### src/ufrt_pkg.sv
// Constants for the USB host frame timer: register offsets, field layout,
// reset values. Assumes a byte-addressed register port on i_clk; bit times come as i_bit_tick strobes.
// Functional notes
// - Load largest-packet counter at every frame start.
// - Counter bounds bits per single transaction.
// - Interval field sets bit times between SOFs.
// - Reset returns interval to 11999 bit times.
// - Fourteen-bit remaining counter decrements each bit time.
// - At zero, reload remaining from interval.
// - At zero, copy interval toggle to remaining toggle.
// - Operational entry reloads remaining from interval.
// - Sixteen-bit frame number counter as time reference.
// - Frame number increments on reload, wraps to zero.
package ufrt_pkg;
  // ****************************************
  // Register map
  // ****************************************
  localparam int          ADDR_W        = 8;
  localparam logic [7:0]  OFS_INTERVAL  = 8'h34;
  localparam logic [7:0]  OFS_REMAINING = 8'h38;
  localparam logic [7:0]  OFS_NUMBER    = 8'h3C;
  // ****************************************
  // Field layout
  // ****************************************
  localparam int          IVL_W         = 14;
  localparam int          FS_W          = 15;
  localparam int          FCNT_W        = 16;
  localparam int          IVL_LSB       = 0;
  localparam int          FS_LSB        = 16;
  localparam int          TOG_BIT       = 31;
  // ****************************************
  // Reset values
  // ****************************************
  localparam logic [13:0] IVL_RST       = 14'h2EDF;
  localparam logic [14:0] FS_RST        = 15'h0000;
  localparam logic [15:0] FCNT_RST      = 16'h0000;
  localparam logic [15:0] FCNT_ONE      = 16'h0001;
endpackage

### src/ufrt_frame_timer.sv
// Frame timer: interval, remaining and frame number registers with the
// frame remaining counter and largest-packet budget counter.
// Assumes bit ticks, operational level and transfer strobes are synchronous.
module ufrt_frame_timer (
  // Clock and reset
  input  wire logic        i_clk,
  input  wire logic        i_rst,
  // Register port
  input  wire logic        i_reg_wr,
  input  wire logic        i_reg_rd,
  input  wire logic [7:0]  i_reg_addr,
  input  wire logic [31:0] i_reg_wdata,
  output logic      [31:0] o_reg_rdata,
  // Bus timing
  input  wire logic        i_bit_tick,
  input  wire logic        i_operational,
  output logic             o_sof,
  output logic      [15:0] o_frame_count,
  // Transaction budget
  input  wire logic        i_xfer_bit,
  input  wire logic        i_txn_req,
  input  wire logic [14:0] i_txn_bits,
  output logic             o_txn_ok,
  output logic             o_txn_refused
);
  // ****************************************
  // Register state
  // ****************************************
  logic [13:0] ivl_r,   ivl_nxt;
  logic [14:0] fs_r,    fs_nxt;
  logic        itog_r,  itog_nxt;
  logic        rtog_r,  rtog_nxt;
  logic [15:0] fcnt_r,  fcnt_nxt;
  logic        op_r,    op_nxt;
  logic        sof_r,   sof_nxt;
  logic [31:0] rdata_r, rdata_nxt;
  logic        ok_r,    ok_nxt;
  logic        ref_r,   ref_nxt;
  logic [13:0] rem_cnt;
  logic        rem_zero;
  logic [14:0] lp_cnt;
  logic        wr_int;
  logic        wr_rem;
  logic        wr_num;
  logic        op_rise;
  logic        frame_end;
  logic        frame_start;
  logic        rem_load;
  logic [13:0] rem_val;

  assign wr_int      = i_reg_wr && (i_reg_addr == ufrt_pkg::OFS_INTERVAL);
  assign wr_rem      = i_reg_wr && (i_reg_addr == ufrt_pkg::OFS_REMAINING);
  assign wr_num      = i_reg_wr && (i_reg_addr == ufrt_pkg::OFS_NUMBER);
  assign op_rise     = i_operational && !op_r;
  assign frame_end   = i_bit_tick && rem_zero && !op_rise && !wr_rem;
  assign frame_start = frame_end || op_rise;

  // ****************************************
  // Frame remaining counter and largest-packet budget counter
  // ****************************************
  always_comb begin
    rem_load = 1'b0;
    rem_val  = ivl_r;
    if (op_rise) begin
      rem_load = 1'b1;
    end else if (wr_rem) begin
      rem_load = 1'b1;
      rem_val  = i_reg_wdata[ufrt_pkg::IVL_LSB +: ufrt_pkg::IVL_W];
    end else if (frame_end) begin
      rem_load = 1'b1;
    end
  end

  ufrt_down_cnt #(.W(ufrt_pkg::IVL_W)) u_rem_cnt (
    .i_clk      (i_clk),
    .i_rst      (i_rst),
    .i_load     (rem_load),
    .i_load_val (rem_val),
    .i_dec      (i_bit_tick),
    .o_count    (rem_cnt),
    .o_zero     (rem_zero)
  );

  ufrt_down_cnt #(.W(ufrt_pkg::FS_W)) u_lp_cnt (
    .i_clk      (i_clk),
    .i_rst      (i_rst),
    .i_load     (frame_start),
    .i_load_val (fs_r),
    .i_dec      (i_xfer_bit),
    .o_count    (lp_cnt),
    .o_zero     ()
  );

  // ****************************************
  // Registers and status
  // ****************************************
  always_comb begin
    ivl_nxt   = ivl_r;
    fs_nxt    = fs_r;
    itog_nxt  = itog_r;
    rtog_nxt  = rtog_r;
    fcnt_nxt  = fcnt_r;
    op_nxt    = i_operational;
    sof_nxt   = frame_start;
    rdata_nxt = rdata_r;
    ok_nxt    = 1'b0;
    ref_nxt   = 1'b0;
    if (wr_int) begin
      ivl_nxt  = i_reg_wdata[ufrt_pkg::IVL_LSB +: ufrt_pkg::IVL_W];
      fs_nxt   = i_reg_wdata[ufrt_pkg::FS_LSB +: ufrt_pkg::FS_W];
      itog_nxt = i_reg_wdata[ufrt_pkg::TOG_BIT];
    end
    if (wr_rem) begin
      rtog_nxt = i_reg_wdata[ufrt_pkg::TOG_BIT];
    end
    if (frame_end) begin
      rtog_nxt = itog_r;
    end
    if (frame_start) begin
      fcnt_nxt = fcnt_r + ufrt_pkg::FCNT_ONE;
    end else if (wr_num) begin
      fcnt_nxt = i_reg_wdata[ufrt_pkg::FCNT_W-1:0];
    end
    if (i_txn_req && !frame_start) begin
      ok_nxt  = (i_txn_bits <= lp_cnt);
      ref_nxt = (i_txn_bits >  lp_cnt);
    end
    if (i_reg_rd) begin
      case (i_reg_addr)
        ufrt_pkg::OFS_INTERVAL:  rdata_nxt = {itog_r, fs_r, 2'h0, ivl_r};
        ufrt_pkg::OFS_REMAINING: rdata_nxt = {rtog_r, 17'h00000, rem_cnt};
        ufrt_pkg::OFS_NUMBER:    rdata_nxt = {16'h0000, fcnt_r};
        default:                 rdata_nxt = 32'h00000000;
      endcase
    end
  end

  always_ff @(posedge i_clk) begin
    if (i_rst) begin
      ivl_r   <= ufrt_pkg::IVL_RST;
      fs_r    <= ufrt_pkg::FS_RST;
      itog_r  <= 1'b0;
      rtog_r  <= 1'b0;
      fcnt_r  <= ufrt_pkg::FCNT_RST;
      op_r    <= 1'b0;
      sof_r   <= 1'b0;
      rdata_r <= 32'h00000000;
      ok_r    <= 1'b0;
      ref_r   <= 1'b0;
    end else begin
      ivl_r   <= ivl_nxt;
      fs_r    <= fs_nxt;
      itog_r  <= itog_nxt;
      rtog_r  <= rtog_nxt;
      fcnt_r  <= fcnt_nxt;
      op_r    <= op_nxt;
      sof_r   <= sof_nxt;
      rdata_r <= rdata_nxt;
      ok_r    <= ok_nxt;
      ref_r   <= ref_nxt;
    end
  end

  assign o_reg_rdata   = rdata_r;
  assign o_sof         = sof_r;
  assign o_frame_count = fcnt_r;
  assign o_txn_ok      = ok_r;
  assign o_txn_refused = ref_r;
endmodule // ufrt_frame_timer

### src/ufrt_down_cnt.sv
// Loadable down counter that stops at zero.
// Assumes load and decrement come from logic on the same clock.
module ufrt_down_cnt #(
  parameter int W = 14
) (
  // Clock and reset
  input  wire logic         i_clk,
  input  wire logic         i_rst,
  // Control
  input  wire logic         i_load,
  input  wire logic [W-1:0] i_load_val,
  input  wire logic         i_dec,
  // State
  output logic      [W-1:0] o_count,
  output logic              o_zero
);
  localparam logic [W-1:0] CNT_ONE = {{(W-1){1'b0}}, 1'b1};

  logic [W-1:0] cnt_r;
  logic [W-1:0] cnt_nxt;

  always_comb begin
    cnt_nxt = cnt_r;
    if (i_load) begin
      cnt_nxt = i_load_val;
    end else if (i_dec && (cnt_r != '0)) begin
      cnt_nxt = cnt_r - CNT_ONE;
    end
  end

  always_ff @(posedge i_clk) begin
    if (i_rst) begin
      cnt_r <= '0;
    end else begin
      cnt_r <= cnt_nxt;
    end
  end

  assign o_count = cnt_r;
  assign o_zero  = (cnt_r == '0);
endmodule // ufrt_down_cnt

### config.mk
export PLATFORM = sky130hd
export DESIGN_NAME = ufrt_frame_timer
export DESIGN_NICKNAME = d
export VERILOG_FILES = /design/src/ufrt_pkg.sv /design/src/ufrt_frame_timer.sv /design/src/ufrt_down_cnt.sv
export SDC_FILE = /design/constraint.sdc
export NUM_CORES = 1
export LEC_CHECK = 0
export ABC_AREA = 1
export ABC_CLOCK_PERIOD_IN_PS = 2300
export BUFFER_PORTS_ARGS = -buffer_cell sky130_fd_sc_hd__buf_4
export CAP_MARGIN = 15
export CORE_MARGIN = 1
export CORE_UTILIZATION = 57
export DETAILED_ROUTE_END_ITERATION = 10
export MAX_ROUTING_LAYER = met4
export PLACE_DENSITY = 0.81
export SLEW_MARGIN = 10
export SYNTH_ARGS = -nofsm -noshare
export SYNTH_HDL_FRONTEND = slang
export SYNTH_SLANG_ARGS = --single-unit
### constraint.sdc
create_clock -name i_clk -period 2.3 [get_ports i_clk]
set_input_delay 0 -clock i_clk [delete_from_list [all_inputs] [get_ports i_clk]]
set_output_delay 0 -clock i_clk [all_outputs]
set_load 0.02 [all_outputs]
==> run_results.csv <==
group,metric,value,unit
drt,antenna_left,0,
drt,vias,7065,
sta,relSlewSlack,26.48,%
logic_synthesis,ys_top_cells_by_area,"dfxtp_1 34%, nand2_1 21%, nand3_1 6.3%",
drt,vias_per_cell,5.397,
worst_hold_path,holdCritPathClass,"primary input to flop",
finish,area_delta_synth_final,21.98,%
job,maxCapViolCount,0,
global_routing,grt_overflow,0,
finish,nets,1241,
sta,post-route-min-period,2.035,ns
finish,multiInputGateArea,3755,um^2
worst_hold_path,whs_path_depth,5,
worst_setup_path,critPathBufInv,2,
finish,fill_cells,1036,
logic_synthesis,yosysWarnings,0,
global_routing,grt_util_met1,43.06,%
floorplan,initial_core_util,58.34,%
sta,setup_viol,0,
status,status,"finished clean",
clocking,htreeDepth,3,
global_routing,grt_pass1_wl,31960,um
power,p_sw_share,39.34,%
clocking,insertion_delay,0.36,ns
sta,worst_pin_slew,1.102,ns
sta,rsz0062_at_grt,"no",
worst_setup_path,slowest_stage,"nand2_4",
worst_setup_path,worstPathMaxFanout,32,
power,p_switching,2400,uW
sta,hold_viol_final,0,
logic_synthesis,syn_area_per_cell,6.399,um^2
global_routing,met3_usage,5.291,%
placed_design,gp_congestion,1.015,
placed_design,post-place-ws,0.3029,ns
clocking,cts_setup_buffers,0,
logic_synthesis,yosysTopAreaCell,"dfxtp_1",
clocking,cts_tree,"yes",
sta,setup-tns-final,0,ns
floorplan,rows,39,
floorplan,die-width,110.1,um
power,pwr-share-seq,37.2,%
floorplan,core,11420,um^2
power,power_density,750.9,nW/um^2
logic_synthesis,syn_area,6661,um^2
logic_synthesis,synth-seq-area-share,33.66,%
global_routing,antenna_found_initial,0,
drt,routed_wl,20210,um
finish,final_cell_mix,"365 x nand2_1, 120 x buf_4, 112 x dfxtp_1, 102 x inv_1, 85 x nor2_1",
clocking,clock_path_buffers,2,
finish,final_layout_size_suffix_gt1_share,16.31,%
worst_setup_path,crit_type,"flop to flop",
power,leakage,0.003809,uW
worst_setup_path,crit_family,"simple AND/OR/NAND/NOR gates",
sta,skew,0.01164,ns
worst_setup_path,reg2reg_depth,10,
floorplan,die-height,110.1,um
global_routing,grt_usage,35.48,%
clocking,cts_root_buffer,"clkbuf_16",
floorplan,die_area,12120,um^2
sta,maxSlewViolCount,0,
clocking,clk_pin_slew,0.08,ns
worst_setup_path,worstSetupEndpointType,"flop",
worst_setup_path,required,2.61,ns
worst_setup_path,critical_path_depth,10,
logic_synthesis,synthCells,1041,
sta,max_freq,0.4914,GHz
global_routing,grt_pass1_vias,6575,
power,pwr-share-comb,37.2,%
power,ir_drop,0.6799,mV
drt,drc,0,
logic_synthesis,synth_top_cell_area_share,33.66,%
placed_design,port_buffers,113,
worst_setup_path,slowest_delay,0.36,ns
global_routing,busiest_layer,"met2",
global_routing,grtUsageMet2,57.81,%
placed_design,dp_hpwl,14010,um
logic_synthesis,syn_nets,1122,
logic_synthesis,ys_types,31,
worst_setup_path,crit_path_start_kind,"flop",
sta,fin_ws,0.2651,ns
finish,mostFrequentLayoutCell,"nand2_1",
drt,drt-pass1-iter-count,5,
clocking,numClockSinks,112,
drt,drtIter0Drc,621,
worst_setup_path,arrival,2.34,ns
floorplan,ios,114,
drt,wl_per_cell,15.44,um
worst_setup_path,crit_chain,"inv_1 -> ha_1 -> nand3_1 -> nor2_4 -> nand3_4 -> nand2_4 -> nand2_1 -> nand3_1 -> nand2_1 -> inv_1",
clocking,cts_buffers,9,
power,power_frac_clock,25.6,%
sta,final.period_utilization,88.48,%
finish,regArea,2242,um^2
power,p_int,3701,uW
logic_synthesis,ys_seq_elements,112,
global_routing,grt_start_max_net_pins,79,
[area by class of cell]
| cell class | count | area share (%) |
|---|---|---|
| multi-input cells | 775 | 46.21 |
| flip-flops and latches | 112 | 27.59 |
| repair buffers | 154 | 15.40 |
| inverters | 108 | 5.020 |
| clock buffers | 10 | 2.818 |
| well taps | 143 | 2.202 |
| clock inverters | 6 | 0.7237 |
| diodes | 1 | 0.03080 |
[metrics by stage]
step / utilization (%) / hold slack [ns] / cell area [um^2] / total power, uW / cells
after floorplan: - / 0.1254 / 6661 / 3949 / 1041
after global placement: 65.72 / 0.2242 / 7505 / 4459 / 1259
after detailed placement: 65.72 / 0.2414 / 7505 / 4490 / 1259
after CTS: 71.14 / 0.003532 / 8123 / 6086 / 1308
after global routing: 71.14 / 0.04320 / 8123 / 6553 / 1308
final: 71.16 / 0.005234 / 8125 / 6101 / 1309
[sequential cells by signal, indices dropped and copies added (netlist names), 14 cells and up]
name               count
fs_r                  15
ivl_r                 14
o_frame_count         16
o_reg_rdata           32
u_lp_cnt.o_count      15
u_rem_cnt.o_count     14
[repair_timing]
action,CTS,global route
endpoints found under the hold margin,35,0
gates resized for setup,0,0
hold buffers,33,0
[path summary, 6_finish.rpt]
| kind | slack [ns] | to | start |
|---|---|---|---|
| worst max-delay path | 0.27 | u_lp_cnt.o_count[11]$_SDFFE_PP0P_ | u_rem_cnt.o_count[0]$_SDFFE_PP0P_ |
| worst min-delay path | 0.005 | o_frame_count[15]$_SDFFE_PP0P_ | i_reg_wdata[15] |
| worst max register to register | 0.27 | u_lp_cnt.o_count[11]$_SDFFE_PP0P_ | u_rem_cnt.o_count[0]$_SDFFE_PP0P_ |
| worst min register to register | 0.46 | o_reg_rdata[27]$_SDFFE_PP0P_ | o_reg_rdata[27]$_SDFFE_PP0P_ |
[Yosys cell counts, drive strengths merged]
| library cell | n |
|---|---|
| inv | 108 |
| xor2 | 18 |
| buf | 26 |
| o21ai | 41 |
| ha | 18 |
| o22ai | 3 |
| nand4 | 13 |
| o211ai | 13 |
| clkbuf | 20 |
| nand2 | 380 |
| nand3 | 87 |
| dfxtp | 112 |
| nor2 | 102 |
| nor2b | 1 |
| a21oi | 90 |
| xnor2 | 3 |
| or2 | 2 |
| nor3 | 4 |
[power by group through the flow]
stage,clock network (uW),logic (uW),registers [uW]
3_3_place_gp,0,2150,2310
2_1_floorplan,0,1660,2290
4_1_cts,1580,2250,2260
5_1_grt,1650,2610,2290
6_report,1560,2270,2270
3_5_place_dp,0,2180,2310
[worst register-to-register path: stages (launching register included)]
cell     delay [ns]
dfxtp_1        0.33
inv_1          0.14
ha_1           0.24
nand3_1        0.18
nor2_4         0.19
nand3_4        0.18
nand2_4        0.36
nand2_1        0.14
nand3_1        0.11
nand2_1        0.05
inv_1          0.08
[cells by family (layout without fill, tap and decap cells)]
kind of cell | Yosys count | in the layout | synth area share (%)
buffers and inverters | 154 | 278 | 10.01
and+or+nand+nor | 589 | 589 | 37.98
DFF | 112 | 112 | 33.66
xor gates and xnor gates | 21 | 21 | 2.761
AOI/OAI and AO/OA | 147 | 147 | 12.21
adders and majority gates | 18 | 18 | 3.381
other | 0 | 1 | 0
[routing by layer]
layer / share of wire, % / wire (um)
met5: 0 / 0
met4: 3.9 / 786
met3: 7.2 / 1464
met2: 47 / 9569
met1: 42 / 8392
Power figures use the tool's default switching activity.
